$ cat src/common/pvic_map.svh
`ifndef PVIC_MAP_SVH
`define PVIC_MAP_SVH
// =====================================================================
// Vectors
`define PVIC_VEC_RESET 16'h0000
`define PVIC_VEC_BASE 16'h0003
`define PVIC_VEC_STEP 16'h0008
// =====================================================================
// Enable register fields
`define PVIC_EN_GLOBAL_BIT 7
`define PVIC_EN_RESET 8'h00
`define PVIC_PRIO_RESET 8'h00
// =====================================================================
// Sources, in vector order
`define PVIC_SRC_EXT0 0
`define PVIC_SRC_TMR0 1
`define PVIC_SRC_EXT1 2
`define PVIC_SRC_TMR1 3
`define PVIC_SRC_SER 4
`define PVIC_SRC_GP 5
`define PVIC_SRC_CMP 6
// =====================================================================
// Timing
`define PVIC_CALL_CYCLES 3'h4
`define PVIC_TMR0_MODE3 2'h3
`endif

$ cat src/common/pvic_pkg.sv
package pvic_pkg;
    typedef logic [1:0] pvic_level_t;

    typedef struct packed {
        logic ext0_request_flag;
        logic timer0_overflow_flag;
        logic ext1_request_flag;
        logic timer1_overflow_flag;
        logic uart_rx_flag;
        logic uart_tx_flag;
        logic spi_done_flag;
        logic [7:0] gp_pin_flags;
        logic comparator_flag;
    } pvic_flags_t;

    typedef struct packed {
        logic ext0_clr;
        logic tmr0_clr;
        logic ext1_clr;
        logic tmr1_clr;
    } pvic_hw_clr_t;

    typedef struct packed {
        logic last_cycle;
        logic is_return;
        logic is_cfg_write;
    } pvic_instr_t;

    typedef enum logic [2:0] {
        PVIC_IDLE = 3'b001,
        PVIC_CALL = 3'b010,
        PVIC_DONE = 3'b100
    } pvic_state_t;
endpackage

$ cat src/rtl/pvic_ctrl.sv
// Overview of operation
// - Reset vector zero, sources 0003H step eight
// - Per-source enables, global enable masks all
// - Four levels; comparator fixed lowest
// - Preempt only by strictly higher level
// - Equal level ties go to lowest vector
// - Edge external flags cleared on vectoring
// - Timer flags cleared on vectoring, except mode3
// - Serial request ORs three flags, no clear
// - GP request ORs eight flags, no clear
// - Comparator flag persists until software clears
// - Software flag writes act like hardware
// - Poll last cycle using previous values
// - Block on active level, return, config write
// - Blocked requests are never remembered
// - Inserted call lasts four cycles
// - Response latency between five and thirteen
// - Enable register bit seven global enable
// - Level from low and high registers
`timescale 1ns/1ps
`include "pvic_map.svh"
module pvic_ctrl (
    // Clock and reset
    input wire logic core_clk,
    input wire logic nrst,
    input wire logic clk_en,
    // Configuration registers
    input wire logic [7:0] irq_enable_reg,
    input wire logic [7:0] priority_low_reg,
    input wire logic [7:0] priority_high_reg,
    input wire logic ext0_type_sel,
    input wire logic ext1_type_sel,
    input wire logic [1:0] timer0_mode,
    // Request flags, already merged with software writes
    input wire pvic_pkg::pvic_flags_t flags,
    // Instruction sequencer
    input wire pvic_pkg::pvic_instr_t instr,
    // To sequencer
    output logic call_busy,
    output logic call_start,
    output logic [15:0] call_vector,
    output logic [3:0] active_levels,
    // Flag clears to the peripherals
    output pvic_pkg::pvic_hw_clr_t hw_clr
);
    // =================================================================
    // Request gathering
    logic [6:0] raw_req;
    logic [6:0] req_q;
    logic [6:0] req_d;
    logic [13:0] lvl;
    logic found;
    logic [2:0] idx;
    pvic_pkg::pvic_level_t win_lvl;

    always_comb begin
        raw_req[`PVIC_SRC_EXT0] = flags.ext0_request_flag;
        // mode 3 keeps timer zero silent
        raw_req[`PVIC_SRC_TMR0] = flags.timer0_overflow_flag
            && timer0_mode != `PVIC_TMR0_MODE3;
        raw_req[`PVIC_SRC_EXT1] = flags.ext1_request_flag;
        raw_req[`PVIC_SRC_TMR1] = flags.timer1_overflow_flag;
        raw_req[`PVIC_SRC_SER] = flags.uart_rx_flag || flags.uart_tx_flag
            || flags.spi_done_flag;
        raw_req[`PVIC_SRC_GP] = |flags.gp_pin_flags;
        raw_req[`PVIC_SRC_CMP] = flags.comparator_flag;
        req_d = raw_req & irq_enable_reg[6:0]
            & {7{irq_enable_reg[`PVIC_EN_GLOBAL_BIT]}};
    end

    always_ff @(posedge core_clk) begin
        if (!nrst) begin
            req_q <= 7'h00;
        end else if (clk_en) begin
            req_q <= req_d;
        end
    end

    // =================================================================
    // Levels
    always_comb begin
        // high bit and low bit pair up
        for (int i = 0; i < 6; i++) begin
            lvl[2*i +: 2] = {priority_high_reg[i], priority_low_reg[i]};
        end
        lvl[13:12] = 2'h0;
    end

    pvic_arbiter u_arb (
        .req(req_q),
        .lvl(lvl),
        .found(found),
        .idx(idx),
        .win_lvl(win_lvl)
    );

    // =================================================================
    // Sequencer
    pvic_pkg::pvic_state_t state_q;
    pvic_pkg::pvic_state_t state_d;
    logic [2:0] cnt_q;
    logic [2:0] cnt_d;
    logic [3:0] act_q;
    logic [3:0] act_d;
    logic [2:0] win_q;
    logic [2:0] win_d;
    logic start_q;
    logic start_d;
    logic [15:0] vec_q;
    logic [15:0] vec_d;
    pvic_pkg::pvic_hw_clr_t clr_q;
    pvic_pkg::pvic_hw_clr_t clr_d;
    logic [3:0] above;
    logic grant;
    logic [3:0] top_mask;

    always_comb begin
        // Levels at or above the winner that are in service block it
        above = 4'h0;
        for (int l = 0; l < 4; l++) begin
            above[l] = (2'(l) >= win_lvl);
        end
        // Clear the highest active level on return
        top_mask = 4'h0;
        for (int l = 0; l < 4; l++) begin
            if (act_q[l]) begin
                top_mask = 4'h1 << l;
            end
        end
    end

    // block on level, return, config write
    // each poll decided from flags registered the cycle before
    assign grant = (state_q == pvic_pkg::PVIC_IDLE) && instr.last_cycle
        && found && !(|(act_q & above)) && !instr.is_return
        && !instr.is_cfg_write;

    always_comb begin
        state_d = state_q;
        cnt_d = cnt_q;
        act_d = act_q;
        win_d = win_q;
        start_d = 1'b0;
        vec_d = vec_q;
        clr_d = '0;
        case (state_q)
            pvic_pkg::PVIC_IDLE: begin
                if (instr.last_cycle && instr.is_return) begin
                    act_d = act_q & ~top_mask;
                end
                if (grant) begin
                    act_d = act_q | (4'h1 << win_lvl);
                    win_d = idx;
                    start_d = 1'b1;
                    vec_d = `PVIC_VEC_BASE
                        + (16'(idx) << 3);
                    cnt_d = 3'h1;
                    state_d = pvic_pkg::PVIC_CALL;
                end
            end
            pvic_pkg::PVIC_CALL: begin
                // latency follows from poll plus call
                if (cnt_q == `PVIC_CALL_CYCLES) begin
                    state_d = pvic_pkg::PVIC_DONE;
                end else begin
                    cnt_d = cnt_q + 3'h1;
                end
            end
            pvic_pkg::PVIC_DONE: begin
                // Flags clear as the routine is entered
                // edge mode externals only
                clr_d.ext0_clr = (win_q == 3'(`PVIC_SRC_EXT0))
                    && ext0_type_sel;
                clr_d.ext1_clr = (win_q == 3'(`PVIC_SRC_EXT1))
                    && ext1_type_sel;
                clr_d.tmr0_clr = (win_q == 3'(`PVIC_SRC_TMR0));
                clr_d.tmr1_clr = (win_q == 3'(`PVIC_SRC_TMR1));
                state_d = pvic_pkg::PVIC_IDLE;
            end
            default: begin
                state_d = pvic_pkg::PVIC_IDLE;
            end
        endcase
    end

    // software writes reach us through the flag inputs
    always_ff @(posedge core_clk) begin
        if (!nrst) begin
            state_q <= pvic_pkg::PVIC_IDLE;
            cnt_q <= 3'h0;
            act_q <= 4'h0;
            win_q <= 3'h0;
            start_q <= 1'b0;
            vec_q <= `PVIC_VEC_RESET;
            clr_q <= '0;
        end else if (clk_en) begin
            state_q <= state_d;
            cnt_q <= cnt_d;
            act_q <= act_d;
            win_q <= win_d;
            start_q <= start_d;
            vec_q <= vec_d;
            clr_q <= clr_d;
        end
    end

    logic busy_q;
    always_ff @(posedge core_clk) begin
        if (!nrst) begin
            busy_q <= 1'b0;
        end else if (clk_en) begin
            busy_q <= (state_d == pvic_pkg::PVIC_CALL);
        end
    end

    assign call_busy = busy_q;
    assign call_start = start_q;
    assign call_vector = vec_q;
    assign active_levels = act_q;
    assign hw_clr = clr_q;
endmodule // pvic_ctrl

$ cat src/rtl/pvic_arbiter.sv
`timescale 1ns/1ps
`include "pvic_map.svh"
// Picks highest level, then lowest vector, among eligible requests
module pvic_arbiter (
    // Requests and levels
    input wire logic [6:0] req,
    input wire logic [13:0] lvl,
    // Result
    output logic found,
    output logic [2:0] idx,
    output pvic_pkg::pvic_level_t win_lvl
);
    always_comb begin
        found = 1'b0;
        idx = 3'h0;
        win_lvl = 2'h0;
        for (int i = 0; i < 7; i++) begin
            if (req[i] && (!found || lvl[2*i +: 2] > win_lvl)) begin
                found = 1'b1;
                idx = 3'(i);
                win_lvl = lvl[2*i +: 2];
            end
        end
    end
endmodule // pvic_arbiter

$ cat config.mk
export PLATFORM = sky130hd
export DESIGN_NAME = pvic_ctrl
export DESIGN_NICKNAME = d
export VERILOG_FILES = /design/src/common/pvic_pkg.sv /design/src/rtl/pvic_ctrl.sv /design/src/rtl/pvic_arbiter.sv
export VERILOG_INCLUDE_DIRS = /design/src /design/src/common
export SDC_FILE = /design/constraint.sdc
export NUM_CORES = 1
export LEC_CHECK = 0
export BUFFER_PORTS_ARGS = -buffer_cell sky130_fd_sc_hd__buf_2
export CORE_ASPECT_RATIO = 1.25
export CORE_MARGIN = 5
export CORE_UTILIZATION = 40
export CTS_BUF_LIST = sky130_fd_sc_hd__clkbuf_8
export DETAILED_ROUTE_END_ITERATION = 8
export GPL_TIMING_DRIVEN = 0
export PLACE_DENSITY = 0.68
export SKIP_LAST_GASP = 1
export SLEW_MARGIN = 20
export SYNTH_ARGS = -nofsm -noshare
export SYNTH_HDL_FRONTEND = slang
export SYNTH_SLANG_ARGS = --single-unit
export TNS_END_PERCENT = 30
$ cat constraint.sdc
create_clock -name core_clk -period 17.55 [get_ports core_clk]
set_clock_uncertainty 0.15 [all_clocks]
set_input_delay 0.8775 -clock core_clk [delete_from_list [all_inputs] [get_ports core_clk]]
set_output_delay 0.8775 -clock core_clk [all_outputs]
set_load 0.02 [all_outputs]
==> flow_summary.toml, run 1 <==
[outcome]
status = "complete, no violations"

[clocking]
cts_buffers = 3
postCtsSetupBuffers = 0
cts_hold_buffers = 0
tritoncts = "yes"
clk_pin_slew_worst_paths_ps = 80
clock_path_buffers = 2
cts_root_buf = "clkbuf_8"
cts-resized-gates = 0
clock_latency_ps = 270
clock_sinks = 27
ctsHtreeMaxLevel = 1

[yosys]
async_flop_share = 0
synthCells = 240
synthTopCellsByCount = "dfxtp_1 (27), nand2_1 (22), a21oi_1 (21)"
synthAdderAreaFrac = 0.0727
synth_top_family_by_area = "compound AO/OA/AOI/OAI gates"
netlist.area_leader.share = 0.285
syn_area_per_cell_um2 = 7.89
netlist_top_cells_area = "dfxtp_1 (29%), ha_1 (7.3%), a21oi_1 (5.5%), buf_4 (5.5%), nand2_1 (4.4%)"
yosysTopAreaCell = "dfxtp_1"
synth-compound-area-share = 0.281
synthSimpleGateAreaFrac = 0.239
synth_warnings = 0
synth_area_mm2 = 0.00189
synth_edf_count = 0
synth.distinct_cells = 51
synth-seq-cells = 27
ys.flop_type = "dfxtp_1"
muxShareOfSynthArea = 0.0165
synth-xor-area-share = 0.00462
yosysMostFrequentCell = "dfxtp_1"
synth-seq-area-share = 0.285

[pwr]
irDropWorstVdd_uv = 38.9
p_per_area_mw_per_mm2 = 54.1
leakagePower_nw = 1.11

[setup_path]
critPathLaunchType = "primary input"
crit_required_ps = 17580
cp_data_arrival_time_ps = 7640
cp_slowest_stage_delay_ps = 440
crit_path_top_delay_cell = "a211oi_2"
crit_buf_inv = 1
critPathMaxFanout = 9
endpoint_kind = "flop"
cp_common_cell = "ha_1"
critPathKind = "primary input to flop"
cp_top_family = "compound AO/OA/AOI/OAI gates"

[timing]
tightest_slew_ps = 555
finalCritPeriodShare = 0.434
min_period_ps = 7620
relSlewSlack = 0.628
drv_slew = 0
final_hold_viol_count = 0
rsz0062_at_grt = "false"
setup_violations = 0
timing.setup.tns_ps = 0
fmax_mhz = 131

[min_path]
min_path_type = "flop to flop"

[floorplanning]
die_w_um = 71.6
die_area_mm2 = 0.00622
coreArea_mm2 = 0.00466
row_count = 28
ioPinCount = 76
fp.dieH_um = 86.9
start_util = 0.407

[global_routing]
grt.overflow.total = 0
grt_pass1_vias = 1806
grt_use_total = 0.161
antenna_found_initial = 0
grt_max_degree = 15
grt_pass1_wl_mm = 8.08

[detailed_routing]
final_antenna_net_count = 0
vias_per_cell = 5.26
drt_pre_antenna_iters = 4
vias = 1961
wl_per_cell_um = 13.1
drt-initial-drc-count = 95
drc = 0
routed_wirelength_mm = 4.90

[placement]
dp_hpwl_mm = 3.99
place_congestion = 0.818
io_buffers = 59
placed_cell_area_mm2 = 0.00230

[cells_and_area]
area.growth.synth_to_final_pct = 23.9
stdcell_area_mm2 = 0.00235
nets = 375
drive_gt1_frac = 0.265
diodes = 0

[flow_run]
max_cap_viol_count = 0
## metrics by stage
step           hold slack [ps]  utilization  setup WS [ps]  power [mW]  std cells
2_1_floorplan              310            -          10510      0.0837        250
3_3_place_gp               306        0.494           9750      0.0932        369
3_5_place_dp               308        0.494           9710      0.0937        369
4_1_cts                    326        0.504           9970       0.128        373
5_1_grt                    339        0.504           9360       0.135        373
6_report                   319        0.504           9930       0.127        373
## final timing paths
path / startpoint / end / slack (ps) / cells past startpoint
max reg2reg: req_q[0] / cnt_q[1] / 10160 / 32
max: priority_low_reg[0] / cnt_q[1] / 9930 / 32
min: call_vector[1] / call_vector[1] / 320 / 2
min reg2reg: call_vector[1] / call_vector[1] / 320 / 2
## registers in the layout (all words and copies together) (netlist names)
name,cells
active_levels,4
call_busy,1
call_start,1
call_vector,2
cnt_q,3
hw_clr,4
req_q,7
state_q,3
win_q,2
## layout make-up
cell class	count	area (um^2)
Timing Repair Buffer	59	295
Tap cell	60	75.1
Clock buffer	3	41.3
Clock inverter	1	3.75
Buffer	20	128
Sequential cell	27	541
Inverter	16	60.1
Fill cell	479	2310
Multi-Input combinational cell	187	1200
## worst register-to-register path: cells and delay by family, from the launching register on
kind                     cells  cell delay, ps
AO/OA/AOI/OAI               15            3830
adder cells (fa/ha/maj)      5            1140
buffers and inverters        1             160
flip-flops                   1             300
AND/OR/NAND/NOR             11            1700
## cell families (layout without fill, tap and decap cells)
kind of cell | after synthesis | after routing
simple gates | 84 | 84
compound gates | 77 | 77
buf+inv | 36 | 99
flops | 27 | 27
fa+ha+maj | 11 | 11
mux | 3 | 3
other cells | 1 | 11
xor+xnor | 1 | 1
## metal layers
| layer | up-vias | global-route usage | wire [um] |
|---|---|---|---|
| met1 | 910 | 0.196 | 2110 |
| li1 | 1013 | - | - |
| met5 | - | 0 | 0 |
| met3 | 5 | 0.0173 | 185 |
| met4 | 0 | 0.0564 | 66 |
| met2 | 33 | 0.288 | 2540 |
## placed cells by master, fill, tap and decap left out, types with 2 or more instances in the layout
| cell | synthesis | routed |
|---|---|---|
| or4_1 | 2 | 2 |
| a21oi_1 | 21 | 21 |
| a211oi_1 | 5 | 5 |
| o311ai_0 | 2 | 2 |
| clkbuf_1 | 6 | 6 |
| nor4b_1 | 2 | 2 |
| nor3b_1 | 2 | 2 |
| o211ai_1 | 3 | 3 |
| nor2b_1 | 5 | 5 |
| a31oi_1 | 4 | 4 |
| o21a_1 | 3 | 3 |
| a221o_1 | 2 | 2 |
| buf_4 | 14 | 14 |
| a31oi_2 | 2 | 2 |
| buf_2 | 0 | 59 |
| nor3_1 | 5 | 5 |
| inv_1 | 16 | 17 |
| a22oi_1 | 3 | 3 |
| mux2i_1 | 2 | 2 |
| dfxtp_1 | 27 | 27 |
| conb_1 | 1 | 11 |
| a21o_1 | 2 | 2 |
| nor4_1 | 3 | 3 |
| o21ai_0 | 13 | 13 |
| nor2_1 | 17 | 17 |
| nand4_1 | 7 | 7 |
| nand2b_1 | 6 | 6 |
| a32oi_1 | 3 | 3 |
| nand2_1 | 22 | 22 |
| o211a_1 | 2 | 2 |
| ha_1 | 11 | 11 |
| clkbuf_8 | 0 | 3 |
| and3_1 | 3 | 3 |
| nand3_1 | 3 | 3 |
| and2_1 | 2 | 2 |
| o31ai_1 | 2 | 2 |
## power breakdown
group | switching (mW) | internal [mW] | total [mW] | leakage [nW]
Clock | 0.0189 | 0.0157 | 0.0346 | 0.0269
Combinational | 0.0169 | 0.0125 | 0.0295 | 0.866
Sequential | 0.000897 | 0.0620 | 0.0629 | 0.218
Total | 0.0367 | 0.0903 | 0.127 | 1.11
(Power assumes the default switching activity.)
==> inputs of run 2 (changes only) <==
Clock period 17.55 ns to 7.4 ns, I/O delays scaled along.
==> run 2 against run 1 <==
Net effect:
- routed wire length grew 6.3%
- sequential share of layout area fell by 0.81 points
- combinational power increased to 2.7 times the previous value
- setup slack got worse by 9600 ps
- largest cell class unchanged
- register-to-register slack got worse by 9800 ps
- via count up 1.9%
==> flow_summary.toml, run 2 (synthesis results as in run 1) <==
[floorplanning]
die_w_um = 71.6
fp.dieH_um = 86.9
start_util = 0.407
ioPinCount = 76
row_count = 28
coreArea_mm2 = 0.00466
die_area_mm2 = 0.00622

[timing]
tightest_slew_ps = 525
drv_slew = 0
relSlewSlack = 0.650
fmax_mhz = 141
finalCritPeriodShare = 0.956
fin_ws_ps = 322
timing.hold.ws_ps = 207
min_period_ps = 7080
setup_violations = 0
final_hold_viol_count = 0

[min_path]
min_path_type = "primary input to flop"

[cells_and_area]
multiInputGateArea_mm2 = 0.00127
register_area_um2 = 541
largest_reg_flops = 7
fill_cells = 473
largest_register = "req_q"
diodes = 0
final_common_cell = "buf_2"
nets = 378
area.growth.synth_to_final_pct = 28.4
drive_gt1_frac = 0.297
layout_common_cells = "buf_2 (59), dfxtp_1 (27), nand2_1 (22)"

[pwr]
p_seq_frac = 0.480
p_int_uw = 218
clockPowerShare = 0.266
p_sw_frac = 0.297
p_sw_uw = 92.4
p_per_area_mw_per_mm2 = 128
leakagePower_nw = 1.13
irDropWorstVdd_uv = 92.7
combPwrFrac = 0.254

[placement]
io_buffers = 59
dp_slack_ps = 65.1
dp_hpwl_mm = 3.99
place_congestion = 0.818

[detailed_routing]
wl_met3_um = 181
routed_wirelength_mm = 5.21
drt-initial-drc-count = 152
wl_met1_mm = 2.18
vias_per_cell = 5.32
top_layer_used = "met4"
drc = 0
final_antenna_net_count = 0
dr_wl_met2_mm = 2.78
drt_pre_antenna_iters = 4
wl_per_cell_um = 13.9
vias = 1999

[setup_path]
cp_slowest_stage_delay_ps = 370
endpoint_kind = "flop"
crit_required_ps = 7430
critPathMaxFanout = 10
cp_common_cell = "ha_1"
cp_top_family = "compound AO/OA/AOI/OAI gates"
critPathLaunchType = "flop"
crit_path_top_delay_cell = "a211oi_4"
crit_buf_inv = 2
critPathKind = "flop to flop"
cp_data_arrival_time_ps = 7110

[clocking]
clk_pin_slew_worst_paths_ps = 90
clock_sinks = 27
cts_buffers = 3
cts_root_buf = "clkbuf_8"
clock_path_buffers = 2
ctsHtreeMaxLevel = 1
tritoncts = "yes"
clock_latency_ps = 280

[global_routing]
grt_pass1_wl_mm = 8.08
grt.overflow.total = 0
antenna_found_initial = 0
grt_max_degree = 15
grt_use_total = 0.161
grt_pass1_vias = 1806

[outcome]
status = "complete, no violations"

[flow_run]
max_cap_viol_count = 0
[run 2: cell count changes in the layout (fill, tap and decap cells not counted), sizes merged]
| cell | previous run | this run |
|---|---|---|
| buf | 73 | 75 |
| nor2 | 18 | 19 |
[run 2: per-stage QoR]
step	setup TNS (ps)	util	power, mW	std cells	instance area (um^2)
final	0	0.522	0.311	376	2430
after global routing	-617	0.522	0.328	376	2430
after CTS	0	0.504	0.304	373	2350
after detailed placement	0	0.494	0.222	369	2300
after global placement	0	0.494	0.221	369	2300
after floorplan	0	-	0.199	250	1930
[run 2: final cells by class]
type                            instances  area share
Multi-Input combinational cell        188       0.524
Sequential cell                        27       0.222
Timing Repair Buffer                   61       0.128
Buffer                                 20      0.0525
Tap cell                               60      0.0309
Inverter                               16      0.0247
Clock buffer                            3      0.0170
Clock inverter                          1     0.00154
[run 2: final timing paths]
check	end	start	depth (start not counted)	slack, ps
worst max-delay path	cnt_q[1]	req_q[0]	33	320
worst min-delay path	hw_clr[1]	ext1_type_sel	3	210
worst max register to register	cnt_q[1]	req_q[0]	33	320
worst min register to register	call_vector[1]	call_vector[1]	2	320
[run 2: per-layer routing]
layer	track usage	vias to the layer above
met5	0	-
met4	0.0564	0
met3	0.0173	5
met2	0.288	31
met1	0.196	942
li1	-	1021
[run 2: power groups by stage]
stage	combinational [mW]	sequential, mW	clock, mW
after CTS	0.0700	0.149	0.0849
after floorplan	0.0458	0.153	0
after global placement	0.0683	0.153	0
after detailed placement	0.0695	0.153	0
final	0.0788	0.149	0.0827
after global routing	0.0871	0.150	0.0912
[run 2: repair_timing]
item	4_1_cts	5_1_grt
setup endpoints to repair	0	15
hold buffers	0	0
buffers inserted	0	2
resized for setup	0	14
[run 2: worst register-to-register path: cells and delay by family (launching register included)]
kind	cells	cell delay, ps
compound gates	14	3090
mux	1	350
flops	1	310
simple gates	11	1500
fa+ha+maj	5	1250
buf+inv	2	310
